===== src/exec_pkg.sv =====
// Purpose: shared constants for the instruction subset execution unit
// Assumes: 8-bit data, 13-bit program counter, 8-deep stack by default
// Notes:   register offsets are byte addresses on a 32-bit AXI4-Lite bus
package exec_pkg;
    // operation codes written by software into the command register
    localparam logic [4:0] OP_NONE        = 5'h00;
    localparam logic [4:0] OP_CALL        = 5'h01;
    localparam logic [4:0] OP_MEM_ZERO    = 5'h02;
    localparam logic [4:0] OP_BIT_CLEAR   = 5'h03;
    localparam logic [4:0] OP_KICK        = 5'h04;
    localparam logic [4:0] OP_PREKICK_1   = 5'h05;
    localparam logic [4:0] OP_PREKICK_2   = 5'h06;
    localparam logic [4:0] OP_INV_MEM     = 5'h07;
    localparam logic [4:0] OP_INV_WORK    = 5'h08;
    localparam logic [4:0] OP_BCD_ADJUST  = 5'h09;
    localparam logic [4:0] OP_DEC_MEM     = 5'h0A;
    localparam logic [4:0] OP_DEC_WORK    = 5'h0B;
    localparam logic [4:0] OP_INC_MEM     = 5'h0C;
    localparam logic [4:0] OP_INC_WORK    = 5'h0D;
    localparam logic [4:0] OP_POWER_DOWN  = 5'h0E;
    // register byte offsets
    localparam logic [7:0] OFF_CMD        = 8'h00;
    localparam logic [7:0] OFF_WORK       = 8'h04;
    localparam logic [7:0] OFF_FLAGS      = 8'h08;
    localparam logic [7:0] OFF_PC         = 8'h0C;
    localparam logic [7:0] OFF_MEM_ADDR   = 8'h10;
    localparam logic [7:0] OFF_MEM_DATA   = 8'h14;
    localparam logic [7:0] OFF_WDT        = 8'h18;
    localparam logic [7:0] OFF_STACK      = 8'h1C;
    // command word fields: op [4:0], bit index [10:8], mem addr [23:16]
    localparam int CMD_OP_LSB   = 0;
    localparam int CMD_BIT_LSB  = 8;
    localparam int CMD_ADDR_LSB = 16;
    // flag register bit positions
    localparam int FLAG_C   = 0;
    localparam int FLAG_AC  = 1;
    localparam int FLAG_Z   = 2;
    localparam int FLAG_PDF = 3;
    localparam int FLAG_TO  = 4;
    localparam int FLAG_BSY = 5;
    // fixed constants
    localparam logic [7:0] BYTE_ZERO    = 8'h00;
    localparam logic [7:0] BYTE_ONE     = 8'h01;
    localparam logic [3:0] NIBBLE_NINE  = 4'h9;
    localparam logic [7:0] ADJ_LOW      = 8'h06;
    localparam logic [7:0] ADJ_HIGH     = 8'h60;
    localparam logic [1:0] AXI_OKAY     = 2'h0;
    localparam logic [1:0] AXI_SLVERR   = 2'h2;
    localparam int         CALL_CYCLES  = 2;
endpackage


===== src/bcd_adjust_unit.sv =====
// Purpose: decimal adjust of the working register after a BCD addition
// Assumes: carry and aux carry flags reflect the preceding addition
// Notes:   purely combinational; result goes to data memory
`timescale 1ns/1ps
module bcd_adjust_unit (
    input  wire logic [7:0] value,       // working register contents
    input  wire logic       carry_in,    // carry flag
    input  wire logic       aux_carry,   // aux carry flag
    output logic      [7:0] adjusted,    // value plus 00/06/60/66
    output logic            carry_out    // new carry flag
);
    logic       fix_low;                 // low nibble needs plus 6
    logic       fix_high;                // high nibble needs plus 6
    logic [7:0] addend;                  // chosen correction
    logic [8:0] sum;                     // nine bits to catch carry
    // low nibble over nine or aux carry set
    assign fix_low  = (value[3:0] > exec_pkg::NIBBLE_NINE)
                      || aux_carry;      // [RULE8]
    // high nibble over nine or carry set; a low fix may push it there too
    assign fix_high = (value[7:4] > exec_pkg::NIBBLE_NINE) || carry_in
                      || (fix_low && value[7:4] == exec_pkg::NIBBLE_NINE
                          && value[3:0] > exec_pkg::NIBBLE_NINE); // [RULE9]
    assign addend = (fix_low  ? exec_pkg::ADJ_LOW  : exec_pkg::BYTE_ZERO)
                  | (fix_high ? exec_pkg::ADJ_HIGH : exec_pkg::BYTE_ZERO);
    assign sum       = {1'b0, value} + {1'b0, addend};   // [RULE10]
    assign adjusted  = sum[7:0];
    // carry only ever set, never cleared, so multi-byte sums chain
    assign carry_out = carry_in || sum[8] || fix_high;   // [RULE10]
endmodule // bcd_adjust_unit


===== src/instr_exec.sv =====
// Purpose: executes a subset of 8-bit core instructions issued over AXI
// Assumes: one command at a time; software polls the busy flag
// Notes:   data memory and call stack live inside this block
`timescale 1ns/1ps
// Function
// RULE1: call pushes pc plus one, jumps, two cycles
// RULE2: memory zero writes 00, flags untouched
// RULE3: bit clear zeroes one bit only, no flags
// RULE4: kick clears watchdog, timeout and power-down flags
// RULE5: prekicks act only when alternated
// RULE6: invert memory writes one's complement back
// RULE7: invert to working, memory kept, zero flag
// RULE8: low nibble plus six if over nine or aux
// RULE9: high nibble plus six if over nine or carry
// RULE10: adjust writes memory, only carry changes
// RULE11: decrement memory in place, zero flag
// RULE12: decrement to working, memory kept, zero flag
// RULE13: increment memory in place, zero flag
// RULE14: increment to working, memory kept, zero flag
// RULE15: power down halts execution, keeps state
// RULE16: power down clears watchdog, sets pdf, clears timeout
// RULE17: pair clears flags only when consecutive
// RULE18: increment and decrement wrap modulo 256
module instr_exec #(
    parameter int MEM_DEPTH   = 256,     // data memory bytes
    parameter int STACK_DEPTH = 8,       // call stack levels
    parameter int PC_WIDTH    = 13       // program counter width
) (
    input  wire logic        aclk,       // 200 MHz clock
    input  wire logic        aresetn,    // synchronous reset, low
    input  wire logic [7:0]  awaddr,     // write address
    input  wire logic        awvalid,
    output logic             awready,
    input  wire logic [31:0] wdata,
    input  wire logic [3:0]  wstrb,
    input  wire logic        wvalid,
    output logic             wready,
    output logic [1:0]       bresp,
    output logic             bvalid,
    input  wire logic        bready,
    input  wire logic [7:0]  araddr,
    input  wire logic        arvalid,
    output logic             arready,
    output logic [31:0]      rdata,
    output logic [1:0]       rresp,
    output logic             rvalid,
    input  wire logic        rready,
    input  wire logic        wdt_timeout,  // pulse from watchdog counter
    output logic             halted_reg,   // system clock gate request
    output logic             wdt_clear_reg // one-cycle watchdog clear
);
    typedef enum logic [2:0] {
        ST_IDLE = 3'b001,                // waiting for command
        ST_EXEC = 3'b010,                // one instruction cycle
        ST_CALL = 3'b100                 // second cycle of a call
    } state_t;

    localparam int SP_W = $clog2(STACK_DEPTH);

    logic [7:0]          mem [MEM_DEPTH];    // data memory
    logic [PC_WIDTH-1:0] stack [STACK_DEPTH];// call stack
    state_t              state_reg;
    logic [31:0]         cmd_reg;            // latched command
    logic [7:0]          work_reg;           // working register
    logic                c_reg, ac_reg, z_reg, pdf_reg, to_reg;
    logic [PC_WIDTH-1:0] pc_reg;
    logic [SP_W-1:0]     sp_reg;
    logic                last_pre1_reg;      // previous op was prekick 1 not ending a pair
    logic                last_pre2_reg;      // previous op was prekick 2 not ending a pair
    logic [7:0]          mem_addr_reg;       // software memory pointer
    logic                aw_hold, w_hold;    // captured halves of write
    logic [7:0]          aw_addr_reg;
    logic [31:0]         w_data_reg;
    logic [3:0]          w_strb_reg;

    // command decode
    wire [4:0] op      = cmd_reg[exec_pkg::CMD_OP_LSB +: 5];
    wire [2:0] bit_sel = cmd_reg[exec_pkg::CMD_BIT_LSB +: 3];
    wire [7:0] m_addr  = cmd_reg[exec_pkg::CMD_ADDR_LSB +: 8];
    wire [7:0] m_val   = mem[m_addr];
    wire [7:0] inc_val = m_val + exec_pkg::BYTE_ONE;   // [RULE18]
    wire [7:0] dec_val = m_val - exec_pkg::BYTE_ONE;   // [RULE18]
    wire [7:0] inv_val = ~m_val;
    wire [7:0] bit_mask = ~(exec_pkg::BYTE_ONE << bit_sel);
    wire [7:0] bcd_val;
    wire       bcd_c;
    wire       in_exec = (state_reg == ST_EXEC);
    // pair completes only when the other half ran immediately before
    wire pair_done = in_exec
        && ((op == exec_pkg::OP_PREKICK_1 && last_pre2_reg)
         || (op == exec_pkg::OP_PREKICK_2 && last_pre1_reg)); // [RULE5]
    wire kick_now  = in_exec && (op == exec_pkg::OP_KICK);     // [RULE4]
    wire halt_now  = in_exec && (op == exec_pkg::OP_POWER_DOWN);

    bcd_adjust_unit u_bcd (
        .value     (work_reg),
        .carry_in  (c_reg),
        .aux_carry (ac_reg),
        .adjusted  (bcd_val),
        .carry_out (bcd_c)
    );

    // write channel capture: address and data accepted in either order
    wire wr_fire   = aw_hold && w_hold && !bvalid;
    wire cmd_write = wr_fire && aw_addr_reg == exec_pkg::OFF_CMD
                     && state_reg == ST_IDLE && !halted_reg;
    wire wr_known  = aw_addr_reg == exec_pkg::OFF_CMD
                  || aw_addr_reg == exec_pkg::OFF_WORK
                  || aw_addr_reg == exec_pkg::OFF_FLAGS
                  || aw_addr_reg == exec_pkg::OFF_MEM_ADDR
                  || aw_addr_reg == exec_pkg::OFF_MEM_DATA;

    always_ff @(posedge aclk) begin
        if (!aresetn) begin
            aw_hold <= 1'b0;
            w_hold  <= 1'b0;
            bvalid  <= 1'b0;
            bresp   <= exec_pkg::AXI_OKAY;
            aw_addr_reg <= 8'h00;
            w_data_reg  <= 32'h0000_0000;
            w_strb_reg  <= 4'h0;
        end else begin
            if (awvalid && awready) begin
                aw_hold     <= 1'b1;
                aw_addr_reg <= awaddr;
            end
            if (wvalid && wready) begin
                w_hold     <= 1'b1;
                w_data_reg <= wdata;
                w_strb_reg <= wstrb;
            end
            if (wr_fire) begin
                aw_hold <= 1'b0;
                w_hold  <= 1'b0;
                bvalid  <= 1'b1;
                bresp   <= wr_known ? exec_pkg::AXI_OKAY
                                    : exec_pkg::AXI_SLVERR;
            end else if (bvalid && bready) begin
                bvalid <= 1'b0;
            end
        end
    end
    assign awready = !aw_hold && !bvalid;
    assign wready  = !w_hold && !bvalid;

    // read channel: one cycle to answer
    wire [31:0] rd_mux =
        araddr == exec_pkg::OFF_CMD   ? cmd_reg :
        araddr == exec_pkg::OFF_WORK  ? {24'h0, work_reg} :
        araddr == exec_pkg::OFF_FLAGS ? {26'h0, state_reg != ST_IDLE,
                                         to_reg, pdf_reg, z_reg,
                                         ac_reg, c_reg} :
        araddr == exec_pkg::OFF_PC    ? 32'(pc_reg) :
        araddr == exec_pkg::OFF_MEM_ADDR ? {24'h0, mem_addr_reg} :
        araddr == exec_pkg::OFF_MEM_DATA ? {24'h0, mem[mem_addr_reg]} :
        araddr == exec_pkg::OFF_STACK ? 32'(sp_reg) : 32'h0000_0000;
    wire rd_known = araddr <= exec_pkg::OFF_STACK && araddr[1:0] == 2'h0
                    && araddr != exec_pkg::OFF_WDT;
    assign arready = !rvalid;
    always_ff @(posedge aclk) begin
        if (!aresetn) begin
            rvalid <= 1'b0;
            rdata  <= 32'h0000_0000;
            rresp  <= exec_pkg::AXI_OKAY;
        end else if (arvalid && arready) begin
            rvalid <= 1'b1;
            rdata  <= rd_mux;
            rresp  <= rd_known ? exec_pkg::AXI_OKAY : exec_pkg::AXI_SLVERR;
        end else if (rvalid && rready) begin
            rvalid <= 1'b0;
        end
    end

    // sequencer: idle, one execute cycle, extra cycle for calls
    always_ff @(posedge aclk) begin
        if (!aresetn) begin
            state_reg <= ST_IDLE;
            cmd_reg   <= 32'h0000_0000;
        end else begin
            case (state_reg)
                ST_IDLE: begin
                    if (cmd_write && w_strb_reg[0]) begin
                        cmd_reg   <= w_data_reg;
                        state_reg <= ST_EXEC;
                    end
                end
                ST_EXEC: begin
                    state_reg <= (op == exec_pkg::OP_CALL) ? ST_CALL
                                                          : ST_IDLE; // [RULE1]
                end
                ST_CALL: state_reg <= ST_IDLE;
                default: state_reg <= ST_IDLE;
            endcase
        end
    end

    // data memory write port: execution first, software otherwise
    always_ff @(posedge aclk) begin
        if (in_exec) begin
            case (op)
                exec_pkg::OP_MEM_ZERO:  mem[m_addr] <= exec_pkg::BYTE_ZERO; // [RULE2]
                exec_pkg::OP_BIT_CLEAR: mem[m_addr] <= m_val & bit_mask;  // [RULE3]
                exec_pkg::OP_INV_MEM:   mem[m_addr] <= inv_val;           // [RULE6]
                exec_pkg::OP_BCD_ADJUST: mem[m_addr] <= bcd_val;          // [RULE10]
                exec_pkg::OP_DEC_MEM:   mem[m_addr] <= dec_val;           // [RULE11]
                exec_pkg::OP_INC_MEM:   mem[m_addr] <= inc_val;           // [RULE13]
                default: ;
            endcase
        end else if (wr_fire && aw_addr_reg == exec_pkg::OFF_MEM_DATA
                     && w_strb_reg[0]) begin
            mem[mem_addr_reg] <= w_data_reg[7:0];
        end
    end

    // working register and arithmetic flags
    always_ff @(posedge aclk) begin
        if (!aresetn) begin
            work_reg <= exec_pkg::BYTE_ZERO;
            c_reg    <= 1'b0;
            ac_reg   <= 1'b0;
            z_reg    <= 1'b0;
            mem_addr_reg <= 8'h00;
        end else if (in_exec) begin
            case (op)
                exec_pkg::OP_INV_MEM: z_reg <= (inv_val == 8'h00);
                exec_pkg::OP_INV_WORK: begin
                    work_reg <= inv_val;                  // [RULE7]
                    z_reg    <= (inv_val == 8'h00);       // [RULE7]
                end
                exec_pkg::OP_BCD_ADJUST: c_reg <= bcd_c;  // [RULE10]
                exec_pkg::OP_DEC_MEM: z_reg <= (dec_val == 8'h00); // [RULE11]
                exec_pkg::OP_DEC_WORK: begin
                    work_reg <= dec_val;                  // [RULE12]
                    z_reg    <= (dec_val == 8'h00);       // [RULE12]
                end
                exec_pkg::OP_INC_MEM: z_reg <= (inc_val == 8'h00); // [RULE13]
                exec_pkg::OP_INC_WORK: begin
                    work_reg <= inc_val;                  // [RULE14]
                    z_reg    <= (inc_val == 8'h00);       // [RULE14]
                end
                default: ;
            endcase
        end else if (wr_fire && w_strb_reg[0]) begin
            // software preloads operands and flags between commands
            if (aw_addr_reg == exec_pkg::OFF_WORK)
                work_reg <= w_data_reg[7:0];
            if (aw_addr_reg == exec_pkg::OFF_FLAGS) begin
                c_reg  <= w_data_reg[exec_pkg::FLAG_C];
                ac_reg <= w_data_reg[exec_pkg::FLAG_AC];
                z_reg  <= w_data_reg[exec_pkg::FLAG_Z];
            end
            if (aw_addr_reg == exec_pkg::OFF_MEM_ADDR)
                mem_addr_reg <= w_data_reg[7:0];
        end
    end

    // watchdog flags, pair tracking and halt; timeout set wins on a clear
    always_ff @(posedge aclk) begin
        if (!aresetn) begin
            to_reg        <= 1'b0;
            pdf_reg       <= 1'b0;
            last_pre1_reg <= 1'b0;
            last_pre2_reg <= 1'b0;
            halted_reg    <= 1'b0;
            wdt_clear_reg <= 1'b0;
        end else begin
            wdt_clear_reg <= kick_now || pair_done || halt_now; // [RULE16]
            if (in_exec) begin
                last_pre1_reg <= (op == exec_pkg::OP_PREKICK_1) && !pair_done;
                last_pre2_reg <= (op == exec_pkg::OP_PREKICK_2) && !pair_done;
            end
            if (kick_now || pair_done) begin
                pdf_reg <= 1'b0;                  // [RULE4] [RULE17]
            end else if (halt_now) begin
                pdf_reg <= 1'b1;                  // [RULE16]
            end
            if (wdt_timeout) begin
                to_reg <= 1'b1;                   // set beats clear
            end else if (kick_now || pair_done || halt_now) begin
                to_reg <= 1'b0;                   // [RULE4] [RULE16]
            end
            // a halted core stays put until reset; data is retained
            if (halt_now) begin
                halted_reg <= 1'b1;               // [RULE15]
            end
        end
    end

    // program counter and stack push for call
    always_ff @(posedge aclk) begin
        if (!aresetn) begin
            pc_reg <= '0;
            sp_reg <= '0;
        end else if (in_exec) begin
            if (op == exec_pkg::OP_CALL) begin
                stack[sp_reg] <= pc_reg + PC_WIDTH'(1);             // [RULE1]
                sp_reg        <= sp_reg + SP_W'(1);
                pc_reg        <= cmd_reg[exec_pkg::CMD_ADDR_LSB
                                         +: PC_WIDTH];              // [RULE1]
            end else begin
                pc_reg <= pc_reg + PC_WIDTH'(1);
            end
        end
    end

    // checks
    call_two_cycles_a: assert property (@(posedge aclk) disable iff (!aresetn)
        in_exec && op == exec_pkg::OP_CALL |=> state_reg == ST_CALL
        ##1 state_reg == ST_IDLE) else $error("call not two cycles"); // [RULE1]
    call_push_a: assert property (@(posedge aclk) disable iff (!aresetn)
        in_exec && op == exec_pkg::OP_CALL |=> stack[$past(sp_reg)]
        == $past(pc_reg) + PC_WIDTH'(1)) else $error("call push"); // [RULE1]
    zero_flags_a: assert property (@(posedge aclk) disable iff (!aresetn)
        in_exec && op == exec_pkg::OP_MEM_ZERO |=> $stable(z_reg)
        && $stable(c_reg)) else $error("memory zero changed flags"); // [RULE2]
    kick_clear_a: assert property (@(posedge aclk) disable iff (!aresetn)
        kick_now && !wdt_timeout |=> !to_reg && !pdf_reg && wdt_clear_reg)
        else $error("kick failed"); // [RULE4]
    prekick_repeat_a: assert property (@(posedge aclk) disable iff (!aresetn)
        in_exec && !pair_done && op == exec_pkg::OP_PREKICK_1
        |=> $stable(pdf_reg) && !wdt_clear_reg)
        else $error("lone prekick acted"); // [RULE5]
    inv_work_a: assert property (@(posedge aclk) disable iff (!aresetn)
        in_exec && op == exec_pkg::OP_INV_WORK
        |=> work_reg == ~$past(m_val)) else $error("invert wrong"); // [RULE7]
    inc_work_a: assert property (@(posedge aclk) disable iff (!aresetn)
        in_exec && op == exec_pkg::OP_INC_WORK
        |=> z_reg == ($past(m_val) == 8'hFF)) else $error("inc z"); // [RULE14]
    dec_work_a: assert property (@(posedge aclk) disable iff (!aresetn)
        in_exec && op == exec_pkg::OP_DEC_WORK
        |=> work_reg == $past(m_val) - 8'h01) else $error("dec"); // [RULE12]
    halt_flags_a: assert property (@(posedge aclk) disable iff (!aresetn)
        halt_now |=> pdf_reg && halted_reg && wdt_clear_reg)
        else $error("halt flags"); // [RULE16]
    halt_hold_a: assert property (@(posedge aclk) disable iff (!aresetn)
        halted_reg |=> halted_reg && state_reg == ST_IDLE)
        else $error("halt released"); // [RULE15]
    call_cov: cover property (@(posedge aclk) state_reg == ST_CALL);
    pair_cov: cover property (@(posedge aclk) pair_done);
    halt_cov: cover property (@(posedge aclk) halt_now);
endmodule // instr_exec


===== config.mk =====
export PLATFORM = sky130hd
export DESIGN_NAME = instr_exec
export DESIGN_NICKNAME = d
export VERILOG_FILES = /design/src/exec_pkg.sv /design/src/bcd_adjust_unit.sv /design/src/instr_exec.sv
export SDC_FILE = /design/constraint.sdc
export NUM_CORES = 2
export LEC_CHECK = 0
export BUFFER_PORTS_ARGS = -buffer_cell sky130_fd_sc_hd__clkbuf_2
export CAP_MARGIN = 20
export CORE_AREA = 3 3 462 464
export DETAILED_ROUTE_END_ITERATION = 12
export DIE_AREA = 0 0 465 467
export GPL_ROUTABILITY_DRIVEN = 1
export PLACE_DENSITY = 0.68
export SYNTH_ARGS = -nofsm -noshare
export SYNTH_HDL_FRONTEND = slang
export SYNTH_SLANG_ARGS = --single-unit

===== constraint.sdc =====
create_clock -name aclk -period 20.8 [get_ports aclk]
set_input_delay 1.04 -clock aclk [delete_from_list [all_inputs] [get_ports aclk]]
set_output_delay 1.04 -clock aclk [all_outputs]
set_load 0.01 [all_outputs]

After elaboration in Yosys (flattened, before gate mapping)

Memory sizes are Yosys's and may differ from the RTL's. A register that Yosys moved wholly into a read port is not among the register bits.
Index checks and enable logic that the tools add are counted.

Reductions and logical operators: 70
Bitwise gates (word level): 11
Shift-type cells: 1
$lt $le $gt $ge: 3
Equal/unequal tests: 33
Add/subtract/negate cells: 5
Muxes and demuxes: 66

Operator list:

| kind                    | number |
|---|---|
| $mux W8                 | 16 |
| $mux W13                | 4 |
| $eq A8 B5 Y1 const B    | 5 |
| $logic_not A8 Y1        | 5 |
| $eq A5 B4 Y1 const B    | 7 |
| $mux W1                 | 35 |
| $mux W32                | 1 |
| $logic_and A1 B1 Y1     | 27 |
| $eq A8 B4 Y1 const B    | 3 |
| $pmux W8 S3             | 1 |
| $eq A5 B3 Y1 const B    | 4 |
| $eq A8 B3 Y1 const B    | 2 |
| $not A8 Y8              | 2 |
| $reduce_and A3 Y1       | 5 |
| $add A13 B1 Y13 const B | 1 |
| $logic_or A1 B1 Y1      | 12 |
| $mux W3                 | 4 |
| $reduce_bool A2 Y1      | 6 |
| $eq A5 B2 Y1 const B    | 2 |
| $reduce_or A2 Y1        | 5 |
| $add A8 B8 Y9           | 1 |
| $add A8 B1 Y8 const B   | 1 |
| $and A8 B8 Y8           | 1 |
| $gt A4 B4 Y1 const B    | 2 |
| 24 further kinds        | 37 |

Bits of input ports: 60
Word-level logic and storage cells: 215
Memories: 1
Register bits: 157
Bits in writable memories: 2048

Memory list:

| memory | words | width | read ports | clocked after Yosys merged registers in | wr ports | line             | text |
|---|---|---|---|---|---|---|---|
| mem    | 256   | 8     | 2          | 2                                       | 1        | instr_exec.sv:60 | `logic [7:0] mem [MEM_DEPTH];` |

Longest topological paths before layout

Depth after elaboration: 12
Depth in mapped cells: 22

Hierarchy

Synthesis repeated with hierarchy kept, for this count alone.

Cell total of the unflattened synthesis: 5627
Area total of the unflattened synthesis: 104138.6 um^2

By module, submodules not included:

| module          | cells each | times used | area each (um^2) |
|---|---|---|---|
| instr_exec      | 5600       | 1          | 103912.2 |
| bcd_adjust_unit | 27         | 1          | 226.5 |

Least setup slack after synthesis

OpenSTA, ideal clock, no wires.

Path kind: flip-flop to flip-flop
From: reg with a tool-made name
To: mem mem[0][5], data pin
Data arrival time: 9776 ps
Path slack: 9446 ps
Stages on the path, launching flop included: 19
Data required time: 19221 ps
Clock period less this slack: 11354 ps
Path buffers: 6
Cell sequence: dfxtp_1 -> buf_6 -> buf_12 -> buf_12 -> buf_12 -> buf_12 -> buf_12 -> mux2i_1 -> o22ai_2 -> nor3_1 -> a211o_1 -> a32oi_2 -> nand3_4 -> clkinv_4 -> nand4_2 -> or3_4 -> xor2_1 -> a222oi_1 -> a21oi_1

RTL lines:

| what          | line |
|---|---|
| end, declared | instr_exec.sv:60 |

==> insert_results.sql <==
INSERT INTO impl_metrics (metric_group, metric, value, unit) VALUES
('cts', 'cts.reportedPaths.clkPinSlew', '0.06', 'ns'),
('critical_path', 'worst_path_largest_cell_delay', '0.95', 'ns'),
('timing', 'max_clock_freq', '107.0', 'MHz'),
('timing', 'fin_tns_setup', '0', 'ns'),
('cts', 'hold_buffers', '0', ''),
('logic_synthesis', 'ys.flop_type', 'edfxtp_1', ''),
('placed_design', 'number_of_port_buffers', '97', ''),
('cts', 'h-tree-depth', '4', ''),
('critical_path', 'critical-path-slowest-cell', 'a211oi_1', ''),
('finish', 'seq_area', '0.06496', 'mm2'),
('die', 'die_width', '465', 'um'),
('critical_path', 'worstPathMaxFanout', '92', ''),
('placed_design', 'dp_hpwl', '215.7', 'mm'),
('routing', 'firstDrtPassIters', '8', ''),
('min_path', 'hold_path.class', 'input port to flop', ''),
('finish', 'layout.nets', '5894', ''),
('cts', 'numClockSinks', '2219', ''),
('timing', 'timing.slew.headroom', '11.20', '%'),
('finish', 'multi_input_comb_area', '0.03716', 'mm2'),
('status', 'outcome', 'finished clean', ''),
('critical_path', 'cp-end-kind', 'flop', ''),
('placed_design', 'place.gp.congestion', '0.9389', ''),
('timing', 'hold_ws', '0.3431', 'ns'),
('critical_path', 'setup.worst_path.class', 'flop to flop', ''),
('logic_synthesis', 'yosysUniqueCellTypes', '114', ''),
('global_routing', 'grt-ovfl-total', '0', ''),
('timing', 'fin_ws', '11.45', 'ns'),
('routing', 'via_density', '7.156', ''),
('finish', 'largest_register_ff_count', '2048', ''),
('timing', 'final-hold-violation-count', '0', ''),
('routing', 'route.antenna.remaining_nets', '0', ''),
('power', 'static-leakage-power', '35.26', 'nW'),
('die', 'core_area', '0.2096', 'mm2'),
('power', 'ir_worst_vdd', '95.98', 'uV'),
('global_routing', 'grt_util_all_layers', '30.79', '%'),
('global_routing', 'first_global_vias', '60891', ''),
('logic_synthesis', 'synth.yosys.seq_area_share', '61.91', '%'),
('timing', 'timing.final.max_slew_violations', '0', ''),
('finish', 'area.growth.synth_to_final', '10.03', '%'),
('finish', 'registers.top_by_ff_count', 'mem', ''),
('placed_design', 'dpl_cell_area', '0.1078', 'mm2'),
('logic_synthesis', 'post_synth_main_area_contributors', 'edfxtp_1 (59%), mux4_2 (23%), dfxtp_1 (3.3%), mux2i_1 (1.8%), mux4_1 (1.6%)', ''),
('logic_synthesis', 'postSynth.asyncResetShare', '0', '%'),
('global_routing', 'antenna_found_initial', '17', ''),
('logic_synthesis', 'synth-seq-cells', '2219', ''),
('finish', 'drive_above_1_share', '30.03', '%'),
('timing', 'endpoints_failing_setup', '0', ''),
('routing', 'remaining_drc_errors', '0', ''),
('die', 'num_rows', '168', ''),
('die', 'initial_core_util', '50.04', '%'),
('placed_design', 'placedCellCount', '8375', ''),
('critical_path', 'worstPathCellList', 'buf_12, buf_4, buf_4, mux4_2, nand2_1, a21oi_1, a211oi_1, or4b_1, nand3_2, and3_2, nand2_1, xor2_1, a222oi_1, a21oi_4, buf_4, buf_4, buf_4, buf_16', ''),
('cts', 'post_cts_resized', '0', ''),
('global_routing', 'grt_first_pass_wirelength', '470.7', 'mm'),
('critical_path', 'setup.worst_path.start_class', 'flop', ''),
('timing', 'tightest_slew', '1.332', 'ns'),
('timing', 'fin_skew', '0.06087', 'ns'),
('logic_synthesis', 'ys.warnings.count', '0', ''),
('timing', 'finalCritPeriodShare', '44.93', '%'),
('die', 'die_area', '0.2172', 'mm2'),
('cts', 'cts_tree', 'yes', ''),
('logic_synthesis', 'synthesis.instances', '5741', ''),
('cts', 'clock_insertion_delay_worst_skew', '0.93', 'ns'),
('routing', 'dr_total_vias', '63163', ''),
('logic_synthesis', 'synth_enable_flop_cells', '2048', ''),
('finish', 'fill_cells', '15905', ''),
('die', 'chipHeight', '467', 'um'),
('critical_path', 'crit_path_frequent_cell', 'buf_4', ''),
('cts', 'root_buffer', 'clkbuf_16', ''),
('finish', 'layoutNonFillerInstCount', '8827', ''),
('cts', 'cts-buffers-inserted', '227', '');
[per-layer routing]
metal  share of wire [%]  track usage [%]  up-vias
met5               0.017                0        -
li1                    -                -    24388
met2                  44            44.86     5034
met4                 6.6            16.92        8
met1                  35            41.62    32865
met3                  14            9.604      868
[synthesized netlist by cell type, types with 63 or more instances]
master    number
dfxtp_1      171
a22oi_1      138
nand3_1       73
nand2_1      355
clkbuf_1     205
edfxtp_1    2048
mux4_2      1065
mux2i_1      187
o21ai_0       67
buf_1         71
mux4_1        63
a21oi_1      232
nor2_1       362
[final timing paths]
check	depth (start not counted)	startpoint	slack, ns	end
worst min-delay path	2	rready	0.34	rvalid$_SDFFE_PN0P_
worst max register to register	18	flop	11.45	mem[113][5]$_DFFE_PP_
worst min register to register	2	cmd_reg[14]$_SDFFE_PN0P_	0.45	cmd_reg[14]$_SDFFE_PN0P_
worst max-delay path	18	flop	11.45	mem[113][5]$_DFFE_PP_
[logic make-up (layout without fill, tap and decap cells)]
logic type               after synthesis  count (layout)  synth area share, %
AO/OA/AOI/OAI                        656             656                4.141
flip-flops                          2219            2219                61.91
AND/OR/NAND/NOR                     1018            1018                4.356
adder cells (fa/ha/maj)               11              11               0.1384
other                                  1              13             0.003576
buffers and inverters                481             750                2.823
XOR/XNOR                              23              23               0.1921
multiplexers                        1332            1332                26.44
[worst max-delay path, delay by kind of cell, from the launching register on]
kind | cells | cell delay [ns]
buffers and inverters | 7 | 4.13
AND/OR/NAND/NOR | 5 | 1.50
AO/OA/AOI/OAI | 4 | 1.36
flip-flops | 1 | 0.73
multiplexers | 1 | 0.60
XOR/XNOR | 1 | 0.15
[report_power, final]
part | switching [mW] | internal (mW) | leakage (nW) | total (mW)
combinational | 0.0355 | 0.0172 | 10.7 | 0.0527
sequential | 0.00831 | 4.80 | 21.0 | 4.81
clock | 1.78 | 2.24 | 3.56 | 4.03
total | 1.83 | 7.06 | 35.3 | 8.89
[final cells by class]
cell class,count,share of cell area (%)
well taps,2805,3.042
diodes,11,0.02386
clock buffers,271,5.127
repair buffers,305,2.023
flip-flops and latches,2219,56.30
clock inverters,146,1.186
multi-input cells,3042,32.20
inverters,28,0.09759
Note: power is estimated with default switching activity, not from simulation.
